$ cat src/fpvc_pkg.sv
/*
  Shared constants and types for the process-value codec: record layouts,
  status codes, slot kinds and acyclic addressing.
  Assumes both ends are clocked by one core_clk with a synchronous reset.
*/
`default_nettype none
package fpvc_pkg;
  localparam int          FPVC_SLOTS       = 4;
  localparam int          FPVC_ANA_BYTES   = 5;
  localparam int          FPVC_DIG_BYTES   = 2;
  localparam int          FPVC_DIG_CHANS   = 8;
  localparam int          FPVC_TEXT_MAX    = 40;
  localparam int          FPVC_EXP_BIAS    = 127;
  localparam logic [7:0]  FPVC_TEXT_SLOT   = 8'h00;
  localparam logic [7:0]  FPVC_TEXT_INDEX  = 8'h00;
  // outgoing status codes
  localparam logic [7:0]  FPVC_ST_OPEN     = 8'h10;
  localparam logic [7:0]  FPVC_ST_LOW      = 8'h11;
  localparam logic [7:0]  FPVC_ST_HIGH     = 8'h12;
  localparam logic [7:0]  FPVC_ST_UNDEF    = 8'h18;
  localparam logic [7:0]  FPVC_ST_UNCERT   = 8'h48;
  localparam logic [7:0]  FPVC_ST_GOOD     = 8'h80;
  // incoming status class bounds
  localparam logic [7:0]  FPVC_IN_GOOD_MIN = 8'h80;
  localparam logic [7:0]  FPVC_IN_UNC_MIN  = 8'h40;
  // register offsets of the device bus slave
  localparam logic [7:0]  FPVC_R_CTRL      = 8'h00;
  localparam logic [7:0]  FPVC_R_STAT      = 8'h04;
  localparam logic [7:0]  FPVC_R_MASK      = 8'h08;
  localparam logic [7:0]  FPVC_R_AIN       = 8'h0C;
  localparam logic [7:0]  FPVC_R_AINST     = 8'h10;
  localparam logic [7:0]  FPVC_R_DIN       = 8'h14;
  localparam logic [7:0]  FPVC_R_AOUT      = 8'h18;
  localparam logic [7:0]  FPVC_R_AOUTST    = 8'h1C;
  localparam logic [7:0]  FPVC_R_DOUT      = 8'h20;
  localparam logic [7:0]  FPVC_R_TEXT      = 8'h24;
  localparam logic [7:0]  FPVC_R_SLOTS     = 8'h28;
  // status register bits
  localparam int          FPVC_EV_GOOD     = 0;
  localparam int          FPVC_EV_UNC      = 1;
  localparam int          FPVC_EV_BAD      = 2;
  localparam int          FPVC_EV_TEXT     = 3;
  localparam int          FPVC_EV_TOOLONG  = 4;
  localparam int          FPVC_EV_DIG      = 5;
  localparam int          FPVC_EV_W        = 6;
  localparam logic [31:0] FPVC_CTRL_RST    = 32'h0000_0000;

  typedef enum logic [1:0] {
    FPVC_SLOT_EMPTY = 2'b00,
    FPVC_SLOT_ANA   = 2'b01,
    FPVC_SLOT_DIG   = 2'b10
  } fpvc_slot_t;

  // link frame kinds
  typedef enum logic [1:0] {
    FPVC_FR_ANA  = 2'b00,
    FPVC_FR_DIG  = 2'b01,
    FPVC_FR_TEXT = 2'b10,
    FPVC_FR_CFG  = 2'b11
  } fpvc_frame_t;
endpackage
`default_nettype wire

$ cat src/fpvc_link_if.sv
/*
  Byte link between the data manager end and the master end.
  Assumes one clock; each direction is a byte stream with valid, last and kind.
*/
`default_nettype none
interface fpvc_link_if;
  import fpvc_pkg::*;
  // master -> device
  logic        mdValid;
  logic [7:0]  mdData;
  logic        mdLast;
  fpvc_frame_t mdKind;
  // device -> master
  logic        dmValid;
  logic [7:0]  dmData;
  logic        dmLast;
  fpvc_frame_t dmKind;
  modport device (input mdValid, mdData, mdLast, mdKind,
                  output dmValid, dmData, dmLast, dmKind);
  modport master (output mdValid, mdData, mdLast, mdKind,
                  input dmValid, dmData, dmLast, dmKind);
endinterface
`default_nettype wire

$ cat src/fpvc_device.sv
/*
  Data manager end: packs outgoing records, checks incoming records,
  takes event texts; Wishbone classic slave with sticky events.
  Assumes the master end shares core_clk and obeys the link framing.
*/
// Functional notes
// empty slots produce no configuration bytes; an empty last slot still sends an FFH filler byte
// analog record is float plus status, five bytes
// float bytes MSB first, status last
// sign bit, exponent, mantissa octet layout
// value is sign times 1.M times 2^(E-127)
// bad statuses 10H, 11H, 12H, 18H; the code also sends 13H (class 0, limit bits 3)
// uncertain 48H plus limit bits
// good 80H plus limit bits
// incoming 80H..FFH used as good
// incoming 40H..7FH used, error flagged
// incoming 00H..3FH rejected
// digital status is two bytes
// first byte bit is channel level
// second byte bit is active; inactive levels ignored
// each output bit maps to chosen channel
// only fieldbus-typed channels take master bits
// event texts at most 40 characters
// texts written at slot 0 index 0
`default_nettype none
module fpvc_device (
  // clock and reset
  input  wire logic        core_clk,
  input  wire logic        rst_n,
  // link
  fpvc_link_if.device      link,
  // wishbone slave
  input  wire logic        wbCyc,
  input  wire logic        wbStb,
  input  wire logic        wbWe,
  input  wire logic [7:0]  wbAdr,
  input  wire logic [3:0]  wbSel,
  input  wire logic [31:0] wbDatW,
  output logic      [31:0] wbDatR,
  output logic             wbAck,
  // interrupt
  output logic             irq
);
  import fpvc_pkg::*;

  typedef enum logic [1:0] {
    FPVC_TX_IDLE = 2'b00,
    FPVC_TX_ANA  = 2'b01,
    FPVC_TX_DIG  = 2'b10,
    FPVC_TX_CFG  = 2'b11
  } fpvc_tx_t;

  typedef struct packed {
    logic [31:0]             ain;       // last accepted analog value
    logic [7:0]              ainSt;
    logic [7:0]              dinLvl;
    logic [31:0]             rxShift;
    logic [2:0]              rxCnt;
    logic [31:0]             aout;
    logic [1:0]              aoutCls;   // 0 bad,1 uncertain,2 good
    logic [1:0]              aoutLim;
    logic [7:0]              doutLvl;
    logic [7:0]              doutAct;
    logic [23:0]             chanMap;   // 3 bits per output bit
    logic [7:0]              chanBus;   // channel has fieldbus function type
    logic [7:0]              slots;     // 2 bits per slot kind
    logic [FPVC_EV_W-1:0]    stat;
    logic [FPVC_EV_W-1:0]    mask;
    logic [5:0]              textLen;
    logic [7:0]              textHead;
    fpvc_tx_t                tx;
    logic [2:0]              txCnt;
    logic [1:0]              txSlot;
    logic                    dmValid;
    logic [7:0]              dmData;
    logic                    dmLast;
    fpvc_frame_t             dmKind;
    logic [31:0]             wbDatR;
    logic                    wbAck;
    logic                    irq;
  } fpvc_dev_t;

  fpvc_dev_t s_q, s_d;

  function automatic logic [7:0] outStatus(input logic [1:0] cls, input logic [1:0] lim);
    case (cls)
      2'd2:    outStatus = FPVC_ST_GOOD | {6'h00, lim};
      2'd1:    outStatus = FPVC_ST_UNCERT | {6'h00, lim};
      2'd3:    outStatus = FPVC_ST_UNDEF;
      default: outStatus = {6'h04, lim};
    endcase
  endfunction

  function automatic logic [7:0] byteOf(input logic [31:0] v, input logic [2:0] i);
    byteOf = v[31 - 8*i -: 8];
  endfunction

  logic        wbHit;
  logic [31:0] rdMux;
  logic        mdText;

  always_comb begin
    wbHit = wbCyc && wbStb && !s_q.wbAck;
    case (wbAdr)
      FPVC_R_CTRL:   rdMux = {s_q.chanBus, s_q.chanMap};
      FPVC_R_STAT:   rdMux = {26'h0, s_q.stat};
      FPVC_R_MASK:   rdMux = {26'h0, s_q.mask};
      FPVC_R_AIN:    rdMux = s_q.ain;
      FPVC_R_AINST:  rdMux = {24'h0, s_q.ainSt};
      FPVC_R_DIN:    rdMux = {24'h0, s_q.dinLvl};
      FPVC_R_AOUT:   rdMux = s_q.aout;
      FPVC_R_AOUTST: rdMux = {28'h0, s_q.aoutLim, s_q.aoutCls};
      FPVC_R_DOUT:   rdMux = {16'h0, s_q.doutAct, s_q.doutLvl};
      FPVC_R_TEXT:   rdMux = {18'h0, s_q.textHead, s_q.textLen};
      FPVC_R_SLOTS:  rdMux = {24'h0, s_q.slots};
      default:       rdMux = 32'h0000_0000;
    endcase
    mdText = link.mdValid && link.mdKind == FPVC_FR_TEXT;
  end

  always_comb begin
    s_d = s_q;
    s_d.wbAck = wbHit;
    s_d.wbDatR = wbHit ? rdMux : 32'h0000_0000;
    // clear before the event sets below, so a set in the same cycle wins
    if (wbHit && wbWe && wbSel == 4'hF && wbAdr == FPVC_R_STAT)
      s_d.stat = s_q.stat & ~wbDatW[FPVC_EV_W-1:0];
    // receive
    if (link.mdValid && link.mdKind == FPVC_FR_ANA) begin
      if (!link.mdLast) begin
        s_d.rxShift = {s_q.rxShift[23:0], link.mdData};
        s_d.rxCnt = s_q.rxCnt + 3'd1;
      end else begin
        s_d.rxCnt = 3'd0;
        if (s_q.rxCnt == 3'd4) begin
          if (link.mdData >= FPVC_IN_GOOD_MIN) begin
            s_d.ain = s_q.rxShift;
            s_d.ainSt = link.mdData;
            s_d.stat[FPVC_EV_GOOD] = 1'b1;
          end else if (link.mdData >= FPVC_IN_UNC_MIN) begin
            s_d.ain = s_q.rxShift;
            s_d.ainSt = link.mdData;
            s_d.stat[FPVC_EV_UNC] = 1'b1;
          end else begin
            s_d.stat[FPVC_EV_BAD] = 1'b1;
          end
        end else begin
          s_d.stat[FPVC_EV_BAD] = 1'b1;
        end
      end
    end
    if (link.mdValid && link.mdKind == FPVC_FR_DIG) begin
      if (!link.mdLast) begin
        s_d.rxShift = {s_q.rxShift[23:0], link.mdData};
        s_d.rxCnt = s_q.rxCnt + 3'd1;
      end else begin
        s_d.rxCnt = 3'd0;
        if (s_q.rxCnt == 3'd1) begin
          for (int b = 0; b < FPVC_DIG_CHANS; b++) begin

            if (link.mdData[b] && s_q.chanBus[s_q.chanMap[3*b +: 3]])
              s_d.dinLvl[s_q.chanMap[3*b +: 3]] = s_q.rxShift[b];
          end
          s_d.stat[FPVC_EV_DIG] = 1'b1;
        end
      end
    end
    if (mdText) begin
      if (s_q.textLen == 6'd0)
        s_d.textHead = link.mdData;
      if (s_q.textLen >= 6'(FPVC_TEXT_MAX)) begin
        s_d.stat[FPVC_EV_TOOLONG] = 1'b1;
      end else begin
        s_d.textLen = s_q.textLen + 6'd1;
      end
      if (link.mdLast) begin
        if (s_q.textLen < 6'(FPVC_TEXT_MAX))
          s_d.stat[FPVC_EV_TEXT] = 1'b1;
        s_d.textLen = 6'd0;
      end
    end
    // transmit
    s_d.dmValid = 1'b0;
    s_d.dmLast = 1'b0;
    case (s_q.tx)
      FPVC_TX_ANA: begin
        s_d.dmValid = 1'b1;
        s_d.dmKind = FPVC_FR_ANA;
        s_d.dmData = (s_q.txCnt == 3'd4) ? outStatus(s_q.aoutCls, s_q.aoutLim)
                                         : byteOf(s_q.aout, s_q.txCnt);
        s_d.dmLast = s_q.txCnt == 3'(FPVC_ANA_BYTES - 1);
        s_d.txCnt = s_q.txCnt + 3'd1;
        if (s_d.dmLast) s_d.tx = FPVC_TX_IDLE;
      end
      FPVC_TX_DIG: begin
        s_d.dmValid = 1'b1;
        s_d.dmKind = FPVC_FR_DIG;
        s_d.dmData = (s_q.txCnt == 3'd0) ? s_q.doutLvl : s_q.doutAct;
        s_d.dmLast = s_q.txCnt == 3'(FPVC_DIG_BYTES - 1);
        s_d.txCnt = s_q.txCnt + 3'd1;
        if (s_d.dmLast) s_d.tx = FPVC_TX_IDLE;
      end
      FPVC_TX_CFG: begin

        s_d.txSlot = s_q.txSlot + 2'd1;
        if (s_q.slots[2*s_q.txSlot +: 2] != FPVC_SLOT_EMPTY) begin
          s_d.dmValid = 1'b1;
          s_d.dmKind = FPVC_FR_CFG;
          s_d.dmData = {4'h0, 2'(s_q.txSlot), s_q.slots[2*s_q.txSlot +: 2]};
        end
        if (s_q.txSlot == 2'(FPVC_SLOTS - 1)) begin
          s_d.dmLast = 1'b1;
          s_d.dmValid = 1'b1;
          s_d.dmKind = FPVC_FR_CFG;
          if (s_q.slots[2*s_q.txSlot +: 2] == FPVC_SLOT_EMPTY) s_d.dmData = 8'hFF;
          s_d.tx = FPVC_TX_IDLE;
        end
      end
      default: ;
    endcase
    // bus writes
    if (wbHit && wbWe && wbSel == 4'hF) begin
      case (wbAdr)
        FPVC_R_CTRL: begin
          s_d.chanMap = wbDatW[23:0];
          s_d.chanBus = wbDatW[31:24];
        end
        FPVC_R_MASK:   s_d.mask = wbDatW[FPVC_EV_W-1:0];
        FPVC_R_AOUT:   s_d.aout = wbDatW;
        FPVC_R_AOUTST: begin
          s_d.aoutCls = wbDatW[1:0];
          s_d.aoutLim = wbDatW[3:2];
          if (s_q.tx == FPVC_TX_IDLE) begin
            s_d.tx = FPVC_TX_ANA;
            s_d.txCnt = 3'd0;
          end
        end
        FPVC_R_DOUT: begin
          s_d.doutLvl = wbDatW[7:0];
          s_d.doutAct = wbDatW[15:8];
          if (s_q.tx == FPVC_TX_IDLE) begin
            s_d.tx = FPVC_TX_DIG;
            s_d.txCnt = 3'd0;
          end
        end
        FPVC_R_SLOTS: begin
          s_d.slots = wbDatW[7:0];
          if (s_q.tx == FPVC_TX_IDLE) begin
            s_d.tx = FPVC_TX_CFG;
            s_d.txSlot = 2'd0;
          end
        end
        default: ;
      endcase
    end
    s_d.irq = |(s_d.stat & s_d.mask);
    if (!rst_n) begin
      s_d = '0;
      s_d.chanMap = FPVC_CTRL_RST[23:0];
    end
  end

  always_ff @(posedge core_clk) begin
    s_q <= s_d;
  end

  assign link.dmValid = s_q.dmValid;
  assign link.dmData  = s_q.dmData;
  assign link.dmLast  = s_q.dmLast;
  assign link.dmKind  = s_q.dmKind;
  assign wbDatR       = s_q.wbDatR;
  assign wbAck        = s_q.wbAck;
  assign irq          = s_q.irq;
endmodule
`default_nettype wire

$ cat src/flat_wrapper.sv
// flat-port wrapper written by rule: the top's interface ports become plain ports
module fpvc_device_flat import fpvc_pkg::*;
  (core_clk, rst_n, wbCyc, wbStb, wbWe, wbAdr, wbSel, wbDatW, wbDatR, wbAck, irq, link_mdValid, link_mdData, link_mdLast, link_mdKind, link_dmValid, link_dmData, link_dmLast, link_dmKind);
  fpvc_link_if link_i ();
  input  wire logic core_clk;
  input  wire logic rst_n;
  input  wire logic wbCyc;
  input  wire logic wbStb;
  input  wire logic wbWe;
  input  wire logic [7:0] wbAdr;
  input  wire logic [3:0] wbSel;
  input  wire logic [31:0] wbDatW;
  output logic      [31:0] wbDatR;
  output logic wbAck;
  output logic irq;
  input wire logic [$bits(link_i.mdValid)-1:0] link_mdValid;
  input wire logic [$bits(link_i.mdData)-1:0] link_mdData;
  input wire logic [$bits(link_i.mdLast)-1:0] link_mdLast;
  input wire logic [$bits(link_i.mdKind)-1:0] link_mdKind;
  output wire logic [$bits(link_i.dmValid)-1:0] link_dmValid;
  output wire logic [$bits(link_i.dmData)-1:0] link_dmData;
  output wire logic [$bits(link_i.dmLast)-1:0] link_dmLast;
  output wire logic [$bits(link_i.dmKind)-1:0] link_dmKind;
  assign link_i.mdValid = link_mdValid;
  assign link_i.mdData = link_mdData;
  assign link_i.mdLast = link_mdLast;
  assign link_i.mdKind = link_mdKind;
  assign link_dmValid = link_i.dmValid;
  assign link_dmData = link_i.dmData;
  assign link_dmLast = link_i.dmLast;
  assign link_dmKind = link_i.dmKind;
  fpvc_device u_core (.core_clk(core_clk), .rst_n(rst_n), .link(link_i), .wbCyc(wbCyc), .wbStb(wbStb), .wbWe(wbWe), .wbAdr(wbAdr), .wbSel(wbSel), .wbDatW(wbDatW), .wbDatR(wbDatR), .wbAck(wbAck), .irq(irq));
endmodule
$ cat config.mk
export PLATFORM = sky130hd
export DESIGN_NAME = fpvc_device_flat
export DESIGN_NICKNAME = d
export VERILOG_FILES = /design/src/fpvc_pkg.sv /design/src/fpvc_link_if.sv /design/src/fpvc_device.sv /design/src/flat_wrapper.sv
export SDC_FILE = /design/constraint.sdc
export NUM_CORES = 1
export LEC_CHECK = 0
export ABC_AREA = 1
export CAP_MARGIN = 30
export CELL_PAD_IN_SITES_DETAIL_PLACEMENT = 0
export CELL_PAD_IN_SITES_GLOBAL_PLACEMENT = 1
export CORE_MARGIN = 10
export CORE_UTILIZATION = 50
export DETAILED_ROUTE_END_ITERATION = 12
export DONT_BUFFER_PORTS = 1
export HOLD_SLACK_MARGIN = 0.12
export MAX_ROUTING_LAYER = met4
export PLACE_DENSITY_LB_ADDON = 0.3
export SKIP_CTS_REPAIR_TIMING = 1
export SLEW_MARGIN = 20
export SYNTH_ARGS = -nofsm -noshare
export SYNTH_HDL_FRONTEND = slang
export SYNTH_SLANG_ARGS = --single-unit
$ cat constraint.sdc
create_clock -name core_clk -period 3.6 [get_ports core_clk]
set_clock_uncertainty 0.1 [all_clocks]
set_input_delay 0.72 -clock core_clk [delete_from_list [all_inputs] [get_ports core_clk]]
set_output_delay 0.72 -clock core_clk [all_outputs]
set_load 0.05 [all_outputs]
==> results of run 1 <==
==> cell usage after synthesis (3+ instances only) <==
| cell type | instances | area, sq um |
|---|---|---|
| o21ai_0 | 263 | 1320 |
| nand4_1 | 35 | 219 |
| a21oi_2 | 8 | 70.1 |
| a211oi_1 | 5 | 37.5 |
| nor2_1 | 110 | 413 |
| nor3_4 | 3 | 48.8 |
| nand2_2 | 11 | 68.8 |
| nor2_2 | 3 | 18.8 |
| o221ai_1 | 13 | 114 |
| o22ai_1 | 23 | 144 |
| a22oi_1 | 5 | 37.5 |
| dfxtp_1 | 254 | 5080 |
| o211ai_1 | 5 | 37.5 |
| ha_1 | 20 | 250 |
| inv_1 | 241 | 905 |
| clkbuf_1 | 67 | 251 |
| nand3_2 | 4 | 40.0 |
| a21oi_1 | 197 | 986 |
| buf_2 | 20 | 100 |
| o31ai_1 | 3 | 22.5 |
| buf_4 | 47 | 353 |
| inv_2 | 17 | 63.8 |
| nand3_1 | 109 | 546 |
| nor3_1 | 60 | 300 |
| a221oi_1 | 14 | 123 |
| buf_6 | 8 | 90.1 |
| clkinv_1 | 9 | 33.8 |
| a31oi_1 | 16 | 100 |
| o21ai_1 | 12 | 60.1 |
| nand3b_1 | 5 | 37.5 |
| nand2_1 | 322 | 1210 |
| o21a_1 | 3 | 22.5 |
==> per-layer routing <==
metal	vias to the layer above	GRT usage (%)	wire [microns]
met3	133	6.05	4620
li1	6251	-	-
met4	0	10.9	2130
met2	605	42.3	20800
met5	-	-	0
met1	5958	34.8	19400
==> final timing paths <==
| path | to | slack [ns] |
|---|---|---|
| max reg2reg | u_core.s_q[213]$_SDFFE_PN0P_ | 0.99 |
| max | u_core.s_q[213]$_SDFFE_PN0P_ | 0.99 |
| min | u_core.s_q[153]$_SDFFE_PN0P_ | 0.22 |
| min reg2reg | u_core.s_q[218]$_SDFFE_PN0P_ | 0.35 |
==> power breakdown <==
| part | internal, mW | total (mW) | leakage (nW) | switching (mW) |
|---|---|---|---|---|
| clock | 1.73 | 2.90 | 0.452 | 1.16 |
| sequential | 2.84 | 2.86 | 2.05 | 0.0234 |
| combinational | 0.0368 | 0.134 | 2.98 | 0.0972 |
| total | 4.61 | 5.89 | 5.48 | 1.28 |
==> worst reg2reg max path: cells and delay by family (launching register included) <==
family	cells	cell delay [ns]
compound gates	1	0.07
buf+inv	2	0.35
flops	1	0.57
simple gates	14	1.40
==> cell type report <==
type | count | share of cell area, %
Multi-Input combinational cell | 1275 | 46.3
Timing Repair Buffer | 15 | 0.803
Inverter | 268 | 7.21
Tap cell | 335 | 2.99
Clock inverter | 13 | 1.22
Sequential cell | 254 | 36.3
Clock buffer | 33 | 5.26
==> kinds of logic (layout without fill, tap and decap cells) <==
family	count (synthesis)	after routing	share of synthesized area [%]
xor gates and xnor gates	3	3	0.196
buffers and inverters	415	329	13.7
DFF	254	254	37.9
adders and majority gates	20	20	1.87
and+or+nand+nor	677	677	22.9
AOI/OAI and AO/OA	575	575	23.4
==> layout by cell type, fill, tap and decap left out, types with 8 or more instances in the layout <==
cell type	count
o21ai_0	263
a21oi_1	197
nand2_2	11
nand4_1	35
o221ai_1	13
inv_2	17
nand2_1	322
dfxtp_1	254
o22ai_1	23
o21ai_1	12
clkbuf_16	27
inv_1	241
clkinv_1	9
nor2_1	109
a31oi_1	16
a221oi_1	14
nor3_1	60
ha_1	20
nand3_1	109
buf_4	15
a21oi_2	8
==> per-stage QoR <==
step                instance area (sq um)  utilization [%]  setup slack, ns  power, mW  hold WS, ns
floorplan                           13400                -             1.38       3.05        0.325
global placement                    13100             50.0            0.754       3.05        0.333
detailed placement                  13100             50.0            0.730       3.05        0.345
CTS                                 14000             53.5             1.07       5.90        0.221
global route                        14000             53.5            0.805       6.04        0.228
finish                              14000             53.5            0.989       5.89        0.221
==> metrics.md, run 1 <==
| Metric | Value |
|---|---|
| Status | `finished, final reports clean` |
| Post-route insts no fill | `about 2200` |
| Synthesized net count | `2025` |
| Gr usage total | `27.6%` |
| Crit path DAT | `between 2 and 3 ns` |
| Cell variety after synth | `56` |
| Antenna Nets Post-Route | `0` |
| Predominant post-synthesis flop cell | `dfxtp_1` |
| I/O pin cnt | `107` |
| Final #Nets | `1922` |
| Crit-path max FO | `13` |
| Reg area | `5080 sq um` |
| FF-to-FF Start | `u_core.s_q[95]$_SDFFE_PN0P_` |
| PortBufs | `0` |
| Leakage power | `5.48 nW` |
| Die Height | `184 microns` |
| Die area | `33800 sq um` |
| Rel. slew slack | `42.4%` |
| Routed len/inst | `21.4 microns` |
| CP Cell Sequence | `inv_1 -> nand2_1 -> nand3_1 -> nand2_1 -> inv_1 -> nand2_2 -> nand2_1 -> nand2_1 -> nand3_1 -> nand2_1 -> nand2_1 -> nand2_1 -> nand2_1 -> nand2_1 -> nand2_1 -> nand2_1 -> a21oi_2` |
| Diodes inserted | `0` |
| Final HPWL DP | `between 30000 and 40000 microns` |
| Cell row count | `59` |
| Layout cell share with drive strength beyond 1 | `6.30%` |
| Largest net degree at the start of global routing | `around 180` |
| Synthesis-stage register bit count | `254` |
| Placed cells | `2147` |
| F_max | `0.383 GHz` |
| Fill cells | `roughly 2600` |
| Antenna violations before repair | `0` |
| Critical Path Max Stage Delay | `~0.57 ns` |
| Total grt overflow | `0` |
| DR DRC count | `0` |
| Die Width | `184 microns` |
| 1st-iter DRT viols | `1630` |
| Worst setup SP type | `register` |
| Fin crit share | `between 70 and 80%` |
| Setup TNS Final | `0 ns` |
| CTS max path bufs | `3` |
| Levels on crit path | `17` |
| Mapped Cells | `1944` |
| Critical path type | `register to register` |
| Final setup fails | `0` |
| Clk root buf | `clkbuf_16` |
| First-pass iteration count of the detailed router | `6` |
| CTS tree | `yes` |
| Routed via count | `12947` |
| Crit path capture type | `register` |
| Crit path time final | `2.61 ns` |
| Peak supply drop | `309 uV` |
| PD cells | `420 nW/um^2` |
| Clock Pin Slew Worst Setup and Hold Paths | `0.07 ns` |
| Routed WL | `approximately 47000 microns` |
| Post-synthesis sequential area ratio | `37.9%` |
| R2R depth | `17` |
| Final hold vios | `0` |
| Max-cap violation count | `0` |
| Vias per cell | `just under 6` |
| Clk sink count | `254` |
| Ys Warns | `0` |
| CTS H-Tree Depth | `1` |
| Mean Syn Cell Area | `approximately 7 sq um` |
| Hold path start | `wbDatW[14]` |
| WP buf/inv | `2` |
| EDFF count, synth | `0` |
| Core area | `26200 sq um` |
| Max-slew violation count | `0` |
| Multi-input combinational cell area | `6490 sq um` |
| Worst path slowest cell | `dfxtp_1` |
| Vias in the first global route | `11952` |
| CP startpoint | `u_core.s_q[95]$_SDFFE_PN0P_` |
| CP required | `about 3.9 ns` |
| Clock latency at the later pin of the worst-skew pair | `between 0.5 and 0.6 ns` |
| Routability-driven placement congestion ratio | `0.942` |
| Synth-to-layout area growth | `4.60%` |
| Hold Crit Class | `input port to register` |
| Hold path cells | `2` |
| Critical Path Most Common Cell | `nand2_1` |
| First-pass GRT wire length | `70900 microns` |
| Top Family by Delay on Critical Path | `simple AND/OR/NAND/NOR gates` |
| Initial core utilization | `51.2%` |
| Share of synthesized registers carrying an async set or reset | `0%` |
| RSZ-0062 raised after global routing | `false` |
| TritonCTS Buffers | `27` |
| Cell area after synthesis | `13400 sq um` |
| Worst Tran Pin Value | `0.862 ns` |
No activity file was read; power rests on OpenSTA's default activity.
==> run 2, diff against run 1 <==
Settings changed: ABC_AREA 1 to 0, CORE_UTILIZATION 50 to 48.
Clock period 3.6 ns to 2.75 ns, I/O delays scaled along.
==> metrics.md, run 2 <==
| Metric | Value |
|---|---|
| Max-slew violation count | `0` |
| Antenna Nets Post-Route | `0` |
| Gr usage total | `26.5%` |
| F_max | `0.416 GHz` |
| Worst setup SP type | `register` |
| Routed WL | `46500 microns` |
| Synth Area in Compound Gates | `roughly a fifth` |
| Die Width | `around 180 microns` |
| Largest net degree at the start of global routing | `159` |
| Clock Pin Slew Worst Setup and Hold Paths | `0.06 ns` |
| Yosys top cell area share | `between 40% and 50%` |
| 1st-iter DRT viols | `1247` |
| Share of synthesized registers carrying an async set or reset | `0%` |
| Area leader, netlist | `dfxtp_1` |
| TritonCTS Buffers | `28` |
| Mux contribution to synthesized area | `7.67%` |
| Initial core utilization | `48.6%` |
| Post-Synth Simple-Gate Area | `23.2%` |
| Count leader, synth | `nand2_1` |
| Critical Path Max Stage Delay | `0.59 ns` |
| Routed via count | `11788` |
| Vias in the first global route | `around 11000` |
| Comb power frac | `3.2%` |
| First-pass GRT wire length | `68000 microns` |
| Ys Warns | `0` |
| Area share of fa/ha/maj cells after synthesis | `under 10%` |
| Critical path type | `register to register` |
| Fill cells | `2476` |
| Max-cap violation count | `0` |
| Most common cell after layout, fill and taps aside | `nand2_1` |
| Crit path time final | `2.40 ns` |
| RSZ-0062 raised after global routing | `false` |
| First-pass iteration count of the detailed router | `8` |
| PD cells | `573 nW/um^2` |
| Die area | `33200 sq um` |
| Met2 WL | `21400 microns` |
| Met1 Wirelength | `20100 microns` |
| Crit path capture type | `register` |
| Most frequent cells in the layout | `354 x nand2_1, 254 x dfxtp_1, 195 x a21oi_1` |
| Cell variety after synth | `75` |
| Int Power | `roughly 6.4 mW` |
| XOR/XNOR share of the synthesized area | `0.486%` |
| Top Layer Used | `met4` |
| Cell area after synthesis | `12600 sq um` |
| Crit-path max FO | `9` |
| Crit path DAT | `2.75 ns` |
| CTS max path bufs | `3` |
| Peak supply drop | `442 uV` |
| Antenna violations before repair | `0` |
| Synthesis-stage register bit count | `254` |
| Routed len/inst | `about 24 microns` |
| Total grt overflow | `0` |
| Top post-synthesis cells by count | `354 x nand2_1, 254 x dfxtp_1, 195 x a21oi_1` |
| Leakage power | `approximately 4.8 nW` |
| Final hold vios | `0` |
| Routability-driven placement congestion ratio | `0.967` |
| Final #Nets | `1644` |
| DR WL met3 | `3820 microns` |
| WHS | `0.0694 ns` |
| CTS tree | `yes` |
| Die Height | `182 microns` |
| Switching power | `1.80 mW` |
| Largest family of logic cells by synthesized area | `simple AND/OR/NAND/NOR gates` |
| Mean Syn Cell Area | `7.97 sq um` |
| Final core utilization | `approximately 55%` |
| Worst Tran Pin Value | `0.793 ns` |
| Layout cell share with drive strength beyond 1 | `10.5%` |
| Vias per cell | `6.14` |
| EDFF count, synth | `0` |
| CP Cell Sequence | `mux2i_1 -> mux4_2 -> nor3b_2 -> buf_12 -> nor3b_1 -> o21ai_0 -> a32o_1` |
| Switching Share | `21.9%` |
| Final HPWL DP | `approximately 33000 microns` |
| Clock latency at the later pin of the worst-skew pair | `0.55 ns` |
| Worst path slowest cell | `dfxtp_1` |
| CTS H-Tree Depth | `1` |
| Clk root buf | `clkbuf_16` |
| Hold Crit Class | `input port to register` |
| CP required | `3.09 ns` |
| Fin crit share | `87.4%` |
| Sequential Power Share | `~45%` |
| Mapped Cells | `1585` |
| Final setup fails | `0` |
| Rel. slew slack | `47.1%` |
| Core area | `26000 sq um` |
| Synthesized net count | `approximately 1700` |
| I/O pin cnt | `107` |
| Cell row count | `59` |
| Post-synthesis sequential area ratio | `40.3%` |
| Clock group share of total power | `51.7%` |
| Clk sink count | `254` |
| Setup TNS Final | `0 ns` |
| DR DRC count | `0` |
| Status | `finished, final reports clean` |
| Total power | `8.24 mW` |
| PortBufs | `0` |
| Ranking of synthesized cells by area | `dfxtp_1 40%, nand2_1 11%, a21oi_1 7.7%` |
| Predominant post-synthesis flop cell | `dfxtp_1` |
| Synth-to-layout area growth | `14.0%` |
==> run 2: cells by family after synthesis <==
| logic type | Yosys count |
|---|---|
| compound gates | 394 |
| xor+xnor | 7 |
| fa+ha+maj | 20 |
| mux | 80 |
| simple gates | 652 |
| flops | 254 |
| buf+inv | 178 |
==> run 2: power groups by stage <==
stage	Combinational, mW	Clock (mW)	Sequential (mW)
6_report	0.266	4.26	3.71
5_1_grt	0.283	4.42	3.71
4_1_cts	0.173	4.30	3.71
3_5_place_dp	0.173	0	3.79
3_3_place_gp	0.173	0	3.79
2_1_floorplan	0.135	0	3.78
==> run 2: layout make-up <==
type	count	area, sq um	share of cell area (%)
antenna	1	2.50	0.0174
clock buffer	40	867	6.03
clock inverter	11	194	1.35
inverter	22	87.6	0.609
multi-input combinational	1153	6750	46.9
sequential	254	5080	35.3
tap	335	419	2.91
timing repair buffer	104	986	6.85
==> run 2: path summary, 6_finish.rpt <==
| path | start | end | slack [ns] | cells after the start |
|---|---|---|---|---|
| min | wbDatW[1] | u_core.s_q[80]$_SDFFE_PN0P_ | 0.07 | 2 |
| max reg2reg | u_core.s_q[109]$_SDFFE_PN0P_ | u_core.s_q[207]$_SDFFE_PN0P_ | 0.35 | 7 |
| min reg2reg | register | u_core.s_q[246]$_SDFFE_PN0P_ | 0.35 | 2 |
| max | u_core.s_q[109]$_SDFFE_PN0P_ | u_core.s_q[207]$_SDFFE_PN0P_ | 0.35 | 7 |
==> run 2: per-layer routing <==
layer	up-vias	global-route usage, %
met1	5718	34.5
met5	-	-
li1	5495	-
met2	493	41.0
met4	0	8.10
met3	82	5.14
==> run 2: worst max-delay path: cells and delay by family, from the launching register on <==
kind,cells,cell delay (ns)
compound gates,2,0.36
buf+inv,1,0.16
simple gates,2,0.42
mux,2,0.66
flops,1,0.59
==> run 2: through the flow <==
stage / instance area [sq um] / setup WS, ns / std cells
after floorplan: 12600 / -0.0371 / 1585
after global placement: 12900 / 0.0829 / 1826
after detailed placement: 12900 / 0.0584 / 1826
after CTS: 14000 / 0.352 / 1877
after global routing: 14400 / 0.238 / 1919
final: 14400 / 0.347 / 1920
